## config.mk

```make
export PLATFORM = sky130hd
export DESIGN_NAME = fracn_divider
export DESIGN_NICKNAME = d
export VERILOG_FILES = /design/src/fracn_pkg.sv /design/src/sd_mash3.sv /design/src/fracn_divider.sv
export SDC_FILE = /design/constraint.sdc
export NUM_CORES = 1
export LEC_CHECK = 0
export BUFFER_PORTS_ARGS = -buffer_cell sky130_fd_sc_hd__buf_2
export CAP_MARGIN = 30
export CORE_MARGIN = 2
export CORE_UTILIZATION = 58
export CTS_CLUSTER_DIAMETER = 50
export DETAILED_ROUTE_END_ITERATION = 8
export GPL_TIMING_DRIVEN = 0
export HOLD_SLACK_MARGIN = 0.12
export PLACE_DENSITY = 0.76
export SLEW_MARGIN = 20
export SYNTH_ARGS = -nofsm -noshare
export SYNTH_HDL_FRONTEND = slang
export SYNTH_SLANG_ARGS = --single-unit
```

## constraint.sdc

```tcl
create_clock -name clk_sys -period 12.15 [get_ports clk_sys]
set_clock_uncertainty 0.05 [all_clocks]
set_input_delay 3.0375 -clock clk_sys [delete_from_list [all_inputs] [get_ports clk_sys]]
set_output_delay 3.0375 -clock clk_sys [all_outputs]
set_load 0.02 [all_outputs]
```

## src/fracn_pkg.sv

```systemverilog
package fracn_pkg;

    // ------------------------------------------------------------
    // serial word layout
    // ------------------------------------------------------------
    localparam int SHIFT_W = 24;
    localparam int CTRL_W = 3;
    localparam logic [2:0] CTRL_INT_FRACTION_WORD = 3'h0;
    localparam logic [2:0] CTRL_MOD_R = 3'h1;
    localparam int FRACTION_WORD_LSB = 3;
    localparam int INT_LSB = 15;
    localparam int MOD_LSB = 3;
    localparam int RDIV_LSB = 15;
    localparam int DBL_BIT = 19;
    localparam int TOG_BIT = 20;
    localparam int P8_BIT = 21;

    // ------------------------------------------------------------
    // widths, limits and reset values
    // ------------------------------------------------------------
    localparam int INT_W = 8;
    localparam int FRACTION_WORD_W = 12;
    localparam int RDIV_W = 4;
    localparam int NDIV_W = 9;
    localparam logic [7:0] INT_MIN = 8'h1a;
    localparam logic [11:0] MOD_MIN = 12'h002;
    localparam logic [3:0] PRE_LO = 4'h4;
    localparam logic [3:0] PRE_HI = 4'h8;

    // synchroniser lanes
    localparam int SY_REF = 0;
    localparam int SY_RF = 1;
    localparam int SY_LS = 2;
    localparam int SY_SCK = 3;
    localparam int SY_SDI = 4;
    localparam int SY_N = 5;

    // divider configuration carried as one unit
    typedef struct packed {
        logic [7:0] int_w;
        logic [11:0] fraction_word_w;
        logic [11:0] mod_w;
        logic [3:0] r_div;
        logic dbl;
        logic tog;
        logic p8;
    } cfg_t;

    localparam cfg_t CFG_RST = '{int_w: 8'h1a, fraction_word_w: 12'h000,
                                 mod_w: 12'h002, r_div: 4'h1,
                                 dbl: 1'b0, tog: 1'b0, p8: 1'b0};

endpackage

```

## src/sd_mash3.sv

```systemverilog
`timescale 1ns/1ps
module sd_mash3 (
    input wire logic clk_sys, // system clock
    input wire logic rst_n, // sync reset, active low
    input wire logic step, // one pulse per detector period
    input wire logic [11:0] fraction_word_w, // fraction word
    input wire logic [11:0] mod_w, // modulus word
    output logic signed [3:0] y // division offset, -3..+4
);
    import fracn_pkg::*;

    typedef struct packed {
        logic [11:0] a1;
        logic [11:0] a2;
        logic [11:0] a3;
        logic c2d;
        logic c3d;
        logic c3dd;
        logic [3:0] y;
    } sd_t;

    sd_t r;
    sd_t n;

    // ------------------------------------------------------------
    // three cascaded first-order stages, noise shaped carries
    // ------------------------------------------------------------
    always_comb begin
        logic [12:0] s1;
        logic [12:0] s2;
        logic [12:0] s3;
        logic c1;
        logic c2;
        logic c3;
        s1 = '0;
        s2 = '0;
        s3 = '0;
        c1 = 1'b0;
        c2 = 1'b0;
        c3 = 1'b0;
        n = r;
        if (step) begin
            s1 = {1'b0, r.a1} + {1'b0, fraction_word_w};
            c1 = (s1 >= {1'b0, mod_w});
            n.a1 = c1 ? 12'(s1 - {1'b0, mod_w}) : s1[11:0];
            s2 = {1'b0, r.a2} + {1'b0, n.a1};
            c2 = (s2 >= {1'b0, mod_w});
            n.a2 = c2 ? 12'(s2 - {1'b0, mod_w}) : s2[11:0];
            s3 = {1'b0, r.a3} + {1'b0, n.a2};
            c3 = (s3 >= {1'b0, mod_w});
            n.a3 = c3 ? 12'(s3 - {1'b0, mod_w}) : s3[11:0];
            // average offset is fraction_word/mod, higher stages sum to zero
            n.y = 4'(c1) + 4'(c2) - 4'(r.c2d) + 4'(c3)
                - 4'({r.c3d, 1'b0}) + 4'(r.c3dd);
            n.c2d = c2;
            n.c3d = c3;
            n.c3dd = r.c3d;
        end
    end

    always_ff @(posedge clk_sys) begin
        if (!rst_n) begin
            r <= '0;
        end else begin
            r <= n;
        end
    end

    assign y = r.y;
endmodule // sd_mash3

```

## src/fracn_divider.sv

```systemverilog
`timescale 1ns/1ps
// Functional notes
// falling reference edge drives detector reference
// power-down opens path switches, closes shunt
// 4-bit counter divides (doubled) reference
// optional toggle halves, giving equal duty
// timer tick on detector reference falling edge
// programmer enables toggle above 120 MHz
// toggle advised for even divides above 2
// optional doubler counts both reference edges
// overall reference ratio from 0.5 to 30
// prescaler selectable 4/5 or 8/9
// programmer picks 8/9 above divide 80
// integer divide accepted 26 through 255
// third-order modulator interpolates fractional divide
// integer and fraction in separate registers; here one control word loads both
// output equals reference times int+fraction_word/mod
// programmer sets modulus before int, fraction_word
// 24-bit msb-first shift, load on strobe
// fraction_word below mod; values taken per period
module fracn_divider (
    input wire logic clk_sys, // system clock, 10 MHz
    input wire logic rst_n, // sync reset, active low
    input wire logic reference_clock_input, // reference pin
    input wire logic rf_feedback_input, // vco feedback pin
    input wire logic serial_clk, // serial clock pin
    input wire logic serial_data, // serial data pin
    input wire logic load_strobe, // serial load pin
    input wire logic power_down, // power-down control
    output logic detector_reference_clk, // detector reference
    output logic feedback_clk, // feedback divider pulse
    output logic timer_tick, // fast-lock timer clock pulse
    output logic ref_path_switch_a, // series switch, high closed
    output logic ref_path_switch_b, // series switch, high closed
    output logic ref_shunt_switch, // shunt switch, high closed
    output fracn_pkg::cfg_t cfg_active // configuration in use
);
    import fracn_pkg::*;

    // ------------------------------------------------------------
    // state
    // ------------------------------------------------------------
    typedef struct packed {
        logic [4:0] s1;
        logic [4:0] s2;
        logic [4:0] s3;
        logic [23:0] shift;
        cfg_t cfg_sh;
        cfg_t cfg_a;
        logic [3:0] r_cnt;
        logic det_ref;
        logic det_d;
        logic tick;
        logic [8:0] n_cur;
        logic p8_cur;
        logic [3:0] pre_cnt;
        logic [2:0] swallow;
        logic [6:0] b_cnt;
        logic fb;
        logic sw_a;
        logic sw_b;
        logic sw_sh;
    } st_t;

    st_t r;
    st_t n;
    logic signed [3:0] sd_y;
    logic ref_rise;
    logic ref_fall;
    logic ref_evt;
    logic [3:0] r_eff;
    logic term;
    logic det_rise;
    logic det_nxt;
    logic rf_rise;
    logic ls_rise;
    logic sck_rise;
    logic [3:0] pre_mod;
    logic [2:0] a_val;
    logic [6:0] b_val;
    logic pre_wrap;
    logic [8:0] n_next;
    logic [11:0] fraction_word_in;
    logic [7:0] int_in;
    logic [11:0] mod_in;

    // ------------------------------------------------------------
    // edge events seen past the synchronisers
    // ------------------------------------------------------------
    // only second and third stages are read, so no metastable taps
    assign ref_rise = r.s2[SY_REF] & ~r.s3[SY_REF];
    assign ref_fall = ~r.s2[SY_REF] & r.s3[SY_REF];
    assign rf_rise = r.s2[SY_RF] & ~r.s3[SY_RF];
    assign ls_rise = r.s2[SY_LS] & ~r.s3[SY_LS];
    assign sck_rise = r.s2[SY_SCK] & ~r.s3[SY_SCK];

    // doubler takes both edges; otherwise only the falling one
    // counts, and nothing counts while the input is isolated
    assign ref_evt = !power_down
        && (r.cfg_a.dbl ? (ref_rise | ref_fall)
                        : ref_fall);

    // a zero divide would stall the path, so it behaves as one
    assign r_eff = (r.cfg_a.r_div == 4'h0) ? 4'h1 : r.cfg_a.r_div;
    assign term = ref_evt && (r.r_cnt == 4'(r_eff - 4'h1));
    // next detector level kept outside the state process, so that the
    // period boundary it marks does not loop back through that process
    assign det_nxt = r.cfg_a.tog ? (term ^ r.det_ref) : term;
    assign det_rise = !r.det_ref && det_nxt;

    // ------------------------------------------------------------
    // prescaler split of the current divide value
    // ------------------------------------------------------------
    // n = p*b + a; p+1 for the first a prescaler cycles
    assign a_val = r.p8_cur ? r.n_cur[2:0] : {1'b0, r.n_cur[1:0]};
    assign b_val = r.p8_cur ? {1'b0, r.n_cur[8:3]} : r.n_cur[8:2];
    assign pre_mod = (r.p8_cur ? PRE_HI : PRE_LO)
                   + {3'h0, (r.swallow < a_val)};
    assign pre_wrap = rf_rise && (r.pre_cnt == 4'(pre_mod - 4'h1));
    // integer plus modulator offset, averaging int + fraction_word/mod
    assign n_next = {1'b0, r.cfg_a.int_w} + 9'(sd_y);

    // serial fields of the word held in the shift register
    assign int_in = r.shift[INT_LSB +: INT_W];
    assign fraction_word_in = r.shift[FRACTION_WORD_LSB +: FRACTION_WORD_W];
    assign mod_in = r.shift[MOD_LSB +: FRACTION_WORD_W];

    // ------------------------------------------------------------
    // next state
    // ------------------------------------------------------------
    always_comb begin
        n = r;
        // two-flop synchronisers for every pin
        n.s1 = {serial_data, serial_clk, load_strobe,
                rf_feedback_input, reference_clock_input};
        n.s2 = r.s1;
        n.s3 = r.s2;

        // serial word, most significant bit first
        if (sck_rise) begin
            n.shift = {r.shift[22:0], r.s2[SY_SDI]};
        end

        // transfer to the register picked by the low bits
        if (ls_rise) begin
            case (r.shift[CTRL_W-1:0])
                CTRL_INT_FRACTION_WORD: begin
                    // out-of-range integer words are dropped
                    if (int_in >= INT_MIN) begin
                        n.cfg_sh.int_w = int_in;
                    end
                    n.cfg_sh.fraction_word_w = fraction_word_in;
                end
                CTRL_MOD_R: begin
                    if (mod_in >= MOD_MIN) begin
                        n.cfg_sh.mod_w = mod_in;
                    end
                    n.cfg_sh.r_div = r.shift[RDIV_LSB +: RDIV_W];
                    n.cfg_sh.dbl = r.shift[DBL_BIT];
                    n.cfg_sh.tog = r.shift[TOG_BIT];
                    n.cfg_sh.p8 = r.shift[P8_BIT];
                end
                default: begin
                    n.cfg_sh = r.cfg_sh;
                end
            endcase
        end

        // reference counter and optional toggle stage
        if (ref_evt) begin
            n.r_cnt = term ? 4'h0 : 4'(r.r_cnt + 4'h1);
        end
        // toggle stage, when on, halves the count for equal duty
        n.det_ref = det_nxt;
        // timer clocked from the falling edge, detector uses rising;
        // the tick follows the cycle in which the low level is first seen
        n.det_d = r.det_ref;
        n.tick = r.det_d && !r.det_ref;

        // new words take effect only at a detector period boundary,
        // so the modulator never sees a half-updated set
        if (det_rise) begin
            n.cfg_a = r.cfg_sh;
            if (r.cfg_sh.fraction_word_w >= r.cfg_sh.mod_w) begin
                n.cfg_a.fraction_word_w = 12'(r.cfg_sh.mod_w - 12'h001);
            end
        end

        // dual-modulus prescaler and integer divider
        n.fb = 1'b0;
        if (rf_rise) begin
            n.pre_cnt = pre_wrap ? 4'h0 : 4'(r.pre_cnt + 4'h1);
        end
        if (pre_wrap) begin
            if (r.swallow < a_val) begin
                n.swallow = 3'(r.swallow + 3'h1);
            end
            if (r.b_cnt == 7'(b_val - 7'h01)) begin
                // cycle done: reload with the modulated divide
                n.fb = 1'b1;
                n.b_cnt = 7'h00;
                n.swallow = 3'h0;
                n.n_cur = n_next;
                n.p8_cur = r.cfg_a.p8;
            end else begin
                n.b_cnt = 7'(r.b_cnt + 7'h01);
            end
        end

        // input isolation in power-down
        n.sw_a = !power_down;
        n.sw_b = !power_down;
        n.sw_sh = power_down;
    end

    // ------------------------------------------------------------
    // registers
    // ------------------------------------------------------------
    always_ff @(posedge clk_sys) begin
        if (!rst_n) begin
            r <= '0;
            r.cfg_sh <= CFG_RST;
            r.cfg_a <= CFG_RST;
            r.n_cur <= {1'b0, INT_MIN};
            r.sw_a <= 1'b1;
            r.sw_b <= 1'b1;
        end else begin
            r <= n;
        end
    end

    // ------------------------------------------------------------
    // fractional interpolator
    // ------------------------------------------------------------
    // steps once per detector period on the active edge
    sd_mash3 u_sd (
        .clk_sys(clk_sys),
        .rst_n(rst_n),
        .step(det_rise),
        .fraction_word_w(r.cfg_a.fraction_word_w),
        .mod_w(r.cfg_a.mod_w),
        .y(sd_y)
    );

    // ------------------------------------------------------------
    // outputs
    // ------------------------------------------------------------
    assign detector_reference_clk = r.det_ref;
    assign feedback_clk = r.fb;
    assign timer_tick = r.tick;
    assign ref_path_switch_a = r.sw_a;
    assign ref_path_switch_b = r.sw_b;
    assign ref_shunt_switch = r.sw_sh;
    assign cfg_active = r.cfg_a;
endmodule // fracn_divider

```

# Word-level counts from Yosys, hierarchy flattened
# Index checks and enable logic that the tools add are counted.
# classes
add_sub_neg	21
multipliers	0
div	0
n_lt_le_gt_ge	7
eq_ne	4
shift	0
n_mux	16
bitwise_logic	12
reduce_logical	17
# ops
cell	n
$mux 12	4
$add 12x12->13	3
$ge 13x12->1	3
$sub 12x12->12	3
$mux 4	4
$mux 7	2
$add 4x1->4	3
$ge 12x12->1	1
$ge 12x2->1 const B	1
$sub 12x1->12 const B	1
$reduce_and 2->1	5
$add 8x9->9	1
$mux 3	3
$add 4x1->4 const B	2
$eq 4x4->1	2
$ge 8x5->1 const B	1
$sub 4x1->4 const B	2
$add 7x1->7 const B	1
$eq 7x7->1	1
$sub 7x1->7 const B	1
$reduce_and 3->1	2
$and 1x1->1	5
$logic_and 1x1->1	5
$not 1->1	5
other kinds (13)	16
# totals
regBits	192
latchBits	0
mem_bits_rw	0
romBits	0
in_bits	8
out_inout_bits	45
elab_cells	114
n_memories	0

# Logic depth before layout (Yosys ltp)
# Gate-level depths: netlist of the first run.
# logic_depth
word_depth	11
depth_mapped	56
ltp_nobuf	52

# Hierarchy
# From an unflattened synthesis of the first run, not the netlist that was laid out.
# unflattened
cells_unflattened	1519
area_unflattened_um2	12852.3
# modules_own_cells
mod	instances	cells_per_inst	area_each_um2	seq_area_each_um2
fracn_divider	1	836	7423.4	2982.9
sd_mash3	1	683	5429.0	860.8

# Worst setup path before layout of the first run
# Ideal clock, no wire load.
# synth_timing
kind	flip-flop to flip-flop
startpoint	register r, in the netlist cfg_active[19]
endpoint	register u_sd.r, in the netlist u_sd.y[2]
setup_ps	86
arrival_time_ps	10339
t_required_ps	12014
setup_slack_ps	1676
stages_incl_launch_ff	52
path_cell_list	dfxtp_1 > ha_1 > fa_1 > a211oi_1 > o21bai_1 > a2111oi_4 > nor2_1 > xor2_1 > ha_1 > a21oi_1 > o21ai_0 > a221oi_1 > o31ai_1 > nor2_4 > inv_2 > buf_2 > a21oi_1 > ha_1 > [... 16 more ...] > ha_1 > o21ai_0 > nor2_1 > a211oi_1 > xnor2_1 > ha_1 > a2111oi_0 > a21oi_1 > o31ai_1 > o311a_1 > buf_2 > buf_2 > fa_1 > inv_1 > ha_1 > inv_1 > ha_1 > a211oi_1
# synth_between
elab_chain_len	11
elab_cells_between_ends	15
classes_between	add/sub: 10; order compare: 3; mux: 2
# synth_lines
item	line_no	text
from (decl)	fracn_divider.sv:65	st_t r;
from (signal assigned)	fracn_divider.sv:228	r <= n;
$add 12x12->13 *	sd_mash3.sv:43	s1 = {1'b0, r.a1} + {1'b0, fraction_word_w};
$sub 12x12->12 / $ge 13x12->1 (equally long branches)	sd_mash3.sv:45, sd_mash3.sv:44	
$mux 12	sd_mash3.sv:45	n.a1 = c1 ? 12'(s1 - {1'b0, mod_w}) : s1[11:0];
$add 12x12->13	sd_mash3.sv:46	s2 = {1'b0, r.a2} + {1'b0, n.a1};
$sub 12x12->12 / $ge 13x12->1 (equally long branches)	sd_mash3.sv:48, sd_mash3.sv:47	
$mux 12	sd_mash3.sv:48	n.a2 = c2 ? 12'(s2 - {1'b0, mod_w}) : s2[11:0];
$add 12x12->13	sd_mash3.sv:49	s3 = {1'b0, r.a3} + {1'b0, n.a2};
$ge 13x12->1	sd_mash3.sv:50	c3 = (s3 >= {1'b0, mod_w});
$add 4x1->4 *	sd_mash3.sv:53	n.y = 4'(c1) + 4'(c2) - 4'(r.c2d) + 4'(c3)
$sub 4x2->4 *	sd_mash3.sv:54	- 4'({r.c3d, 1'b0}) + 4'(r.c3dd);
$add 4x1->4 *	sd_mash3.sv:54	
to (signal assigned)	sd_mash3.sv:65	r <= n;
to (decl)	sd_mash3.sv:22	sd_t r;
# Every way passes the cells marked *; elsewhere a longest branch is shown, timed or not.
# A chain may end at the register's enable or synchronous reset.

# Worst setup path after layout of the first run
# Ends and elaborated chain as after synthesis.

==> results of run 1 <==
[synthesized netlist by cell type, drive strengths merged (18+ instances only)]
cell,count
nand2,208
o211ai,23
o21ai,73
xor2,26
nor3,26
mux2i,38
and2,18
xnor2,59
dfxtp,192
nor2,80
buf,59
mux2,22
nand3,56
inv,66
ha,107
clkbuf,44
nand4,30
a21oi,140
nand2b,24
[worst reg2reg max path: cells and delay by family, from the launching register on]
family | cells | cell delay, ps
XOR/XNOR | 3 | 580
flip-flops | 1 | 350
AND/OR/NAND/NOR | 4 | 910
multiplexers | 1 | 200
buffers and inverters | 9 | 1130
adder cells (fa/ha/maj) | 12 | 3450
AO/OA/AOI/OAI | 25 | 4800
[logic make-up (layout without fill, tap and decap cells)]
kind of cell | after synthesis | after routing
simple gates | 496 | 496
compound gates | 372 | 372
flops | 192 | 192
buf+inv | 169 | 255
fa+ha+maj | 116 | 116
xor+xnor | 85 | 85
mux | 60 | 60
[worst paths after layout]
kind                               startpoint                endpoint  slack, ps  cells past startpoint
setup / recovery  cfg_active[19]$_SDFFE_PN0P_  u_sd.y[2]$_SDFFE_PN0P_        630                     54
hold / removal               r[29]$_SDFF_PN0_   timer_tick$_SDFF_PN0_        360                      2
setup reg to reg  cfg_active[19]$_SDFFE_PN0P_  u_sd.y[2]$_SDFFE_PN0P_        630                     54
hold reg to reg              r[29]$_SDFF_PN0_   timer_tick$_SDFF_PN0_        360                      2
[routing by layer]
layer / global-route usage / vias up
li1: - / 5414
met1: 0.370 / 5269
met2: 0.519 / 343
met3: 0.0430 / 61
met4: 0.101 / 0
met5: 0 / -
[power by group through the flow]
stage | Clock (mW) | Combinational, mW | Sequential (mW)
2_1_floorplan | 0 | 0.853 | 0.654
3_3_place_gp | 0 | 1.05 | 0.655
3_5_place_dp | 0 | 1.07 | 0.655
4_1_cts | 0.623 | 1.08 | 0.640
5_1_grt | 0.649 | 1.23 | 0.641
6_report | 0.618 | 1.13 | 0.640
[repair_timing]
item	4_1_cts	5_1_grt
buffers inserted	0	2
gates resized for setup	1	17
pin swaps	0	2
endpoints found under the hold margin	0	0
setup endpoints to repair	1	14
gates cloned	0	0
[layout make-up]
| class | instances | share of cell area |
|---|---|---|
| clock inverter | 15 | 0.0177 |
| timing repair buffer | 54 | 0.0201 |
| tap | 275 | 0.0251 |
| inverter | 66 | 0.0181 |
| buffer | 103 | 0.0420 |
| sequential | 192 | 0.281 |
| clock buffer | 17 | 0.0311 |
| multi-input combinational | 1129 | 0.565 |
[stage by stage]
stage	worst slack [ps]	cells	hold slack [ps]	utilization	power [mW]
2_1_floorplan	1680	1490	345	-	1.51
3_3_place_gp	88.7	1817	357	0.619	1.70
3_5_place_dp	6.16	1817	355	0.619	1.72
4_1_cts	7.14	1849	368	0.651	2.34
5_1_grt	-0.130	1851	400	0.654	2.52
6_report	633	1851	365	0.654	2.39
[registers in the layout, summed over array words and instances (netlist names)]
| register | count |
|---|---|
| ref_shunt_switch | 1 |
| u_sd.r | 39 |
| cfg_active | 39 |
| ref_path_switch_b | 1 |
| feedback_clk | 1 |
| fraction_word_in | 12 |
| detector_reference_clk | 1 |
| int_in | 8 |
| u_sd.y | 4 |
| n | 10 |
| timer_tick | 1 |
| r | 75 |
==> flow_summary_export.csv, run 1 <==
group,metric,value,unit
run_status,outcome,"completed",
worst_setup_path,critPathMaxStageDelay,450,ps
detailed_routing,drt-total-wl,33200,um
floorplanning,initial_utilization,0.590,
worst_setup_path,startpoint_type,"register",
grt,grt_max_degree,26,
detailed_routing,wl_met3,1680,um
finish,final_cell_mix,"nand2_1, dfxtp_1, a21oi_1, ha_1, nor2_1",
worst_setup_path,cpMostUsedCell,"ha_1",
finish,multi_input_area,0.00775,mm^2
grt,grt-ovfl-total,0,
power_and_ir_drop,p_sw,0.956,mW
floorplanning,design.die.area,0.0225,mm^2
synth,synth_seq_area_share,0.311,
synth,syn_inst,1490,
power_and_ir_drop,seqPwrFrac,0.268,
clock_tree,clock_path_buffers,2,
grt,grt_pass1_vias,10425,
detailed_routing,drt-initial-drc-count,827,
detailed_routing,drt-met1-wl,14500,um
finish,finalInstanceArea,0.0137,mm^2
synth,ys_ff_latch,192,
placed_design,globalplace.congestion,0.961,
timing,setup_viol,0,
floorplanning,coreArea,0.0210,mm^2
worst_setup_path,crit_buf_inv,9,
timing,tightest_slew,823,ps
timing,period_needed,11520,ps
synth,synth_fa_ha_area_frac,0.123,
placed_design,io_buffers,52,
synth,synth_xor_area_frac,0.0602,
finish,final_common_cell,"nand2_1",
worst_setup_path,crit_family,"compound AO/OA/AOI/OAI gates",
finish,area_growth,10.8,%
grt,grtUsageTotal,0.296,
placed_design,post_dp_cell_area,0.0130,mm^2
synth,ys.flop_type,"dfxtp_1",
synth,synth_area,0.0124,mm^2
clock_tree,clock_latency,450,ps
clock_tree,ctsHoldBuffers,0,
worst_setup_path,crit_fanout,10,
detailed_routing,routed.top_layer,"met4",
finish,num_antenna_cells,0,
synth,yosysWarnings,0,
worst_setup_path,worstPathRequired,12460,ps
min_path,hold_class,"register to register",
run,maxCapViolCount,0,
grt,grt_pass1_wl,52500,um
clock_tree,cts_max_level,4,
power_and_ir_drop,p_leak,5.71,nW
detailed_routing,detail_route.wl_per_cell,17.9,um
detailed_routing,drt-pass1-iter-count,6,
timing,slew_viol_final,0,
detailed_routing,drc,0,
clock_tree,tritoncts,"yes",
synth,synth_nets,1614,
timing,post-route-period-util,0.948,
timing,final_hold_viol_count,0,
detailed_routing,wl_met2,16100,um
finish,drive_gt1_frac,0.124,
detailed_routing,avgViaCountPerCell,5.99,
worst_setup_path,end_kind,"register",
power_and_ir_drop,switching_share,0.401,
synth,synth_edf_count,0,
synth,synth_top_cell_area_share,0.311,
synth,synthMuxAreaShare,0.0511,
clock_tree,clk_pin_slew,80,ps
finish,seq_area,0.00384,mm^2
timing,fmax,0.0868,GHz
floorplanning,io_pins,53,
clock_tree,cts_num_sinks,192,
timing,max-slew-margin-rel,0.451,
floorplanning,floorplan.die.height,150,um
power_and_ir_drop,power_frac_comb,0.473,
synth,synth_top_family_by_area,"compound AO/OA/AOI/OAI gates",
worst_setup_path,arrival,11820,ps
finish,layout.nets,1687,
floorplanning,die_w,150,um
synth,syn_avg_cell_area,8.30,um^2
clock_tree,cts-root-buf,"clkbuf_16",
grt,antenna_found_initial,0,
power_and_ir_drop,clockPowerShare,0.259,
synth,synth_area_leaders,"dfxtp_1, ha_1, nand2_1, a21oi_1, xnor2_1",
floorplanning,num_rows,53,
synth,ys_types,79,
worst_setup_path,crit_type,"register to register",
power_and_ir_drop,power_density,174,mW/mm^2
placed_design,dpl.hpwl,25300,um
detailed_routing,vias,11087,
synth,async_flop_share,0,
power_and_ir_drop,ir_drop,0.000143,V
synth,synth_compound_area_frac,0.199,
power_and_ir_drop,internal_power,1.43,mW
detailed_routing,postRouteAntennaNets,0,
finish,fill_cells,1849,
synth,synthSimpleGateAreaFrac,0.191,
clock_tree,cts_made_buffers,17,
timing,tns,0,ps
synth,synth_largest_area_cell,"dfxtp_1",
worst_setup_path,critical_path.slowest_cell,"fa_1",
(Power assumes the default switching activity.)
==> run 2: changes to the inputs <==
CORE_MARGIN = 1.5   (was 2)
PLACE_DENSITY = 0.81   (was 0.76)
==> run 2 against run 1 <==
Against the previous run:
- register-to-register slack improved by 30 ps
- non-clock buffer count increased by 2
- setup slack improved by 27 ps
- power increased by 0.38%
- hold slack got worse by 3.1 ps
- global-route usage about the same
- cell count increased by 0.16%
- sequential share of layout area about the same
- highest routed layer unchanged
- flip-flop and latch count unchanged
==> flow_summary_export.csv, run 2 (synthesis gave the netlist of run 1 again) <==
group,metric,value,unit
worst_setup_path,timing.rr.start,"cfg_active[19]$_SDFFE_PN0P_",
run,maxCapViolCount,0,
finish,drive_gt1_frac,0.127,
power_and_ir_drop,clockPowerShare,0.254,
detailed_routing,postRouteAntennaNets,0,
detailed_routing,wl_met2,15700,um
floorplanning,floorplan.die.height,149,um
power_and_ir_drop,seqPwrFrac,0.267,
timing,tightest_slew,842,ps
finish,finish.utilization,0.654,
detailed_routing,drc,0,
floorplanning,num_rows,53,
worst_setup_path,endpoint,"u_sd.y[2]$_SDFFE_PN0P_",
timing,fmax,0.0870,GHz
detailed_routing,vias,11136,
timing,max-slew-margin-rel,0.439,
worst_setup_path,crit_family,"compound AO/OA/AOI/OAI gates",
detailed_routing,drt-met1-wl,13700,um
clock_tree,ctsHoldBuffers,0,
timing,setup_viol,0,
clock_tree,tritoncts,"yes",
worst_setup_path,cp.depth,55,
grt,grt_pass1_vias,10473,
detailed_routing,detail_route.wl_per_cell,17.6,um
worst_setup_path,startpoint_type,"register",
floorplanning,io_pins,53,
worst_setup_path,worstPathRequired,12460,ps
finish,regMostFlops,"r",
power_and_ir_drop,internal_power,1.45,mW
clock_tree,cts_max_level,4,
finish,layout.nets,1689,
worst_setup_path,end_kind,"register",
floorplanning,coreArea,0.0210,mm^2
placed_design,dpl.hpwl,24700,um
power_and_ir_drop,power_density,175,mW/mm^2
power_and_ir_drop,ir_drop,0.000155,V
worst_setup_path,crit_buf_inv,10,
worst_setup_path,crit_type,"register to register",
detailed_routing,drt-initial-drc-count,776,
grt,antenna_found_initial,1,
clock_tree,clk_pin_slew,80,ps
detailed_routing,drt-total-wl,32600,um
finish,area_growth,10.9,%
grt,grt_max_degree,23,
timing,final_hold_viol_count,0,
power_and_ir_drop,switching_share,0.395,
worst_setup_path,reg2regPathDepth,55,
worst_setup_path,critPathLaunch,"cfg_active[19]$_SDFFE_PN0P_",
timing,period_needed,11490,ps
worst_setup_path,rrSetupSlack,660,ps
worst_setup_path,cpMostUsedCell,"ha_1",
finish,final_cell_mix,"nand2_1, dfxtp_1, a21oi_1, ha_1, nor2_1",
placed_design,globalplace.congestion,0.930,
grt,grtUsageTotal,0.296,
worst_setup_path,rr_endpoint,"u_sd.y[2]$_SDFFE_PN0P_",
worst_setup_path,arrival,11800,ps
detailed_routing,drt-pass1-iter-count,7,
power_and_ir_drop,power_frac_comb,0.479,
min_path,worstHoldPathCells,2,
min_path,hold_class,"register to register",
power_and_ir_drop,total_power,2.40,mW
clock_tree,cts-root-buf,"clkbuf_16",
placed_design,io_buffers,52,
detailed_routing,avgViaCountPerCell,6.01,
run_status,outcome,"completed",
power_and_ir_drop,p_leak,5.71,nW
floorplanning,die_w,149,um
worst_setup_path,crit_fanout,10,
detailed_routing,routed.top_layer,"met4",
clock_tree,clock_latency,450,ps
detailed_routing,wl_met3,1890,um
clock_tree,cts_num_sinks,192,
grt,grt-ovfl-total,0,
finish,final_common_cell,"nand2_1",
timing,slew_viol_final,0,
worst_setup_path,critical_path.slowest_cell,"fa_1",
grt,grt_pass1_wl,52000,um
power_and_ir_drop,p_sw,0.946,mW
clock_tree,cts_made_buffers,17,
floorplanning,initial_utilization,0.590,
worst_setup_path,critPathMaxStageDelay,460,ps
finish,fill_cells,1739,
finish,largest_register_ffs,75,
timing,post-route-period-util,0.946,
floorplanning,design.die.area,0.0222,mm^2
clock_tree,clock_path_buffers,2,
## run 2: worst min path at each step
stage / end / slack [ps] / from
5_1_grt: timer_tick$_SDFF_PN0_ / 370 / r[29]$_SDFF_PN0_
3_5_place_dp: timer_tick$_SDFF_PN0_ / 360 / r[29]$_SDFF_PN0_
2_1_floorplan: timer_tick$_SDFF_PN0_ / 350 / r[29]$_SDFF_PN0_
3_3_place_gp: timer_tick$_SDFF_PN0_ / 360 / r[29]$_SDFF_PN0_
4_1_cts: timer_tick$_SDFF_PN0_ / 370 / r[29]$_SDFF_PN0_
6_report: timer_tick$_SDFF_PN0_ / 360 / r[29]$_SDFF_PN0_
## run 2: area by class of cell
class	instances	area, um^2	share of cell area
clock buffers	17	425	0.0310
plain buffers	103	576	0.0420
inverters	66	248	0.0181
diodes	1	2.50	0.000182
clock inverters	15	228	0.0166
multi-input cells	1129	7760	0.566
flip-flops and latches	192	3840	0.280
repair buffers	56	290	0.0212
well taps	275	344	0.0251
## run 2: power groups by stage
stage | Combinational, mW | Clock [mW] | Sequential (mW)
after global routing | 1.25 | 0.636 | 0.641
final | 1.15 | 0.609 | 0.640
after detailed placement | 1.07 | 0 | 0.655
after floorplan | 0.853 | 0 | 0.654
after global placement | 1.05 | 0 | 0.655
after CTS | 1.08 | 0.610 | 0.640
## run 2: timing repair
action,CTS,global route
gates cloned,0,0
resized for setup,2,18
hold endpoints to repair,0,0
endpoints found under the setup margin,2,17
pin swaps,0,5
buffers inserted,0,4
## run 2: tightest hold or removal path, delay by kind of cell, from the launching register on
family / cells / cell delay (ps)
AND/OR/NAND/NOR: 2 / 80
flip-flops: 1 / 300
## run 2: layer usage
layer | track usage | vias up
met3 | 0.0300 | 82
li1 | - | 5423
met1 | 0.370 | 5263
met4 | 0.137 | 0
met5 | 0 | -
met2 | 0.513 | 368
## run 2: stage by stage
| step | instance area [um^2] | setup slack, ps | setup TNS (ps) | hold WS [ps] | cells |
|---|---|---|---|---|---|
| floorplan | 12400 | 1680 | 0 | 345 | 1490 |
| global placement | 13000 | 97.1 | 0 | 358 | 1817 |
| detailed placement | 13000 | -72.5 | -72.5 | 356 | 1817 |
| CTS | 13600 | 87.3 | 0 | 365 | 1849 |
| global route | 13700 | -41.7 | -41.7 | 369 | 1854 |
| finish | 13700 | 660 | 0 | 362 | 1854 |
==> run 3: changes to the inputs <==
CORE_UTILIZATION = 57   (was 58)
PLACE_DENSITY = 0.83   (was 0.81)
clock period = 9.9 ns   (was 12.15 ns; I/O delays follow)
==> run 3 against run 2 <==
Against the previous run:
- the run now ends with setup timing left
- non-clock buffer count rose by 97
- die area up 1.7%
- sequential share of layout area fell by 2.8 points
- power up 74%
- wire length increased by 24%
- highest routed layer is now met5
==> flow_summary_export.csv, run 3 (synthesis gave the netlist of run 1 again) <==
group,metric,value,unit
clock_tree,cts_max_level,4,
floorplanning,design.die.area,0.0226,mm^2
grt,grt_max_degree,25,
clock_tree,tritoncts,"yes",
timing,final_hold_viol_count,0,
worst_setup_path,startpoint_type,"register",
finish,finish.utilization,0.721,
worst_setup_path,timing.rr.start,"cfg_active[19]$_SDFFE_PN0P_",
clock_tree,clock_path_buffers,2,
power_and_ir_drop,p_leak,6.33,nW
worst_setup_path,rr_endpoint,"u_sd.y[2]$_SDFFE_PN0P_",
clock_tree,clk_pin_slew,80,ps
finish,final_common_cell,"nand2_1",
worst_setup_path,crit_family,"compound AO/OA/AOI/OAI gates",
timing,max-slew-margin-rel,0.439,
min_path,worstHoldPathCells,2,
floorplanning,floorplan.die.height,150,um
worst_setup_path,crit_buf_inv,11,
timing,tightest_slew,842,ps
clock_tree,ctsHoldBuffers,0,
placed_design,dpl.hpwl,25300,um
grt,grt.met1_usage,0.389,
worst_setup_path,reg2regPathDepth,53,
timing,period_needed,10710,ps
power_and_ir_drop,ir_drop,0.000390,V
timing,fmax,0.0934,GHz
finish,finalInstanceArea,0.0153,mm^2
finish,largest_register_ffs,75,
finish,layout.nets,1786,
detailed_routing,drt-total-wl,40400,um
floorplanning,num_rows,53,
worst_setup_path,arrival,10970,ps
placed_design,io_buffers,52,
timing,layout_setup_ws,-809,ps
floorplanning,io_pins,53,
placed_design,globalplace.congestion,0.934,
clock_tree,cts_num_sinks,192,
min_path,hold_class,"register to register",
grt,met3_usage,0.0830,
finish,drive_gt1_frac,0.238,
worst_setup_path,rrSetupSlack,-810,ps
detailed_routing,drt-pass1-iter-count,7,
grt,antenna_found_initial,2,
placed_design,dpl_worst_slack,-1310,ps
detailed_routing,vias,12220,
power_and_ir_drop,power_density,273,mW/mm^2
grt,grtUsageTotal,0.346,
worst_setup_path,critPathMaxStageDelay,420,ps
grt,globalRouteMet2Util,0.594,
worst_setup_path,critPathLaunch,"cfg_active[19]$_SDFFE_PN0P_",
floorplanning,die_w,150,um
placed_design,post_dp_cell_area,0.0131,mm^2
min_path,hp-start,"r[29]$_SDFF_PN0_",
timing,post-route-period-util,1.08,
run_status,failed_checks,"setup timing",
clock_tree,clock_latency,460,ps
timing,rsz0062_at_grt,"true",
clock_tree,cts-root-buf,"clkbuf_16",
detailed_routing,detail_route.wl_per_cell,20.7,um
clock_tree,cts_made_buffers,17,
floorplanning,coreArea,0.0212,mm^2
worst_setup_path,worstPathRequired,10160,ps
floorplanning,initial_utilization,0.584,
grt,grt_pass1_wl,60800,um
finish,regMostFlops,"r",
finish,area_growth,23.4,%
timing,tns,-9180,ps
run_status,outcome,"finished, violations left",
worst_setup_path,crit_type,"register to register",
grt,grt_pass1_vias,12050,
finish,final_cell_mix,"nand2_1, dfxtp_1, buf_4, a21oi_1, ha_1",
worst_setup_path,crit_fanout,8,
worst_setup_path,end_kind,"register",
run,maxCapViolCount,0,
worst_setup_path,cpMostUsedCell,"ha_4",
detailed_routing,drc,0,
min_path,hold_path_end,"timer_tick$_SDFF_PN0_",
grt,gr-max-usage-layer,"met2",
worst_setup_path,critical_path.slowest_cell,"nand4_1",
grt,grt-ovfl-total,0,
timing,slew_viol_final,0,
detailed_routing,postRouteAntennaNets,0,
power_and_ir_drop,total_power,4.17,mW
detailed_routing,avgViaCountPerCell,6.26,
timing,setup_viol,17,
detailed_routing,drt-initial-drc-count,1134,
[run 3: cell count changes in the layout (fill, tap and decap cells not counted), moves of 9 or more]
cell | before | now
buf_4 | 45 | 134
ha_1 | 107 | 84
ha_4 | 0 | 18
o21ai_0 | 66 | 57
a21oi_2 | 1 | 15
a21oi_1 | 139 | 122
[run 3: report_power, final]
group / total [mW] / switching (mW) / internal, mW
clock: 0.752 / 0.392 / 0.360
sequential: 0.787 / 0.00680 / 0.780
combinational: 2.63 / 1.30 / 1.33
total: 4.17 / 1.69 / 2.47
[run 3: worst register-to-register path: cells and delay by family (launching register included)]
kind | cells | cell delay (ps)
compound gates | 22 | 3890
mux | 1 | 200
simple gates | 5 | 1170
flops | 1 | 360
fa+ha+maj | 11 | 3060
buf+inv | 11 | 1330
xor+xnor | 3 | 540
[run 3: per-layer routing]
metal / share of wire / vias to the layer above
met2: 0.48 / 659
li1: - / 5618
met4: 0.062 / 2
met1: 0.37 / 5727
met3: 0.091 / 214
met5: 0.00032 / -
[run 3: area by class of cell]
type / count / area, um^2
diodes: 1 / 2.50
plain buffers: 103 / 616
clock buffers: 17 / 425
clock inverters: 15 / 226
fillers: 1460 / 5890
inverters: 66 / 258
multi-input cells: 1129 / 8450
flip-flops and latches: 192 / 3850
well taps: 275 / 344
repair buffers: 153 / 1090
[run 3: worst max path at each step]
stage,slack (ps),endpoint,cells after the start
final,-810,u_sd.y[2]$_SDFFE_PN0P_,53
after global placement,-1220,u_sd.y[2]$_SDFFE_PN0P_,52
after global routing,-1230,u_sd.r[13]$_SDFFE_PN0P_,51
after CTS,-90,u_sd.y[2]$_SDFFE_PN0P_,52
after detailed placement,-1310,u_sd.y[2]$_SDFFE_PN0P_,52
after floorplan,2,u_sd.y[2]$_SDFFE_PN0P_,54
[run 3: through the flow]
stage | hold slack, ps | cells
after CTS | 374 | 1942
final | 382 | 1951
after global placement | 364 | 1817
after floorplan | 345 | 1490
after global routing | 408 | 1950
after detailed placement | 370 | 1817
[run 3: repair_timing]
| action | CTS | global route |
|---|---|---|
| gates cloned | 1 | 0 |
| endpoints found under the setup margin | 17 | 17 |
| setup buffers | 96 | 17 |
| pin swaps | 64 | 58 |
| gates resized for setup | 79 | 75 |
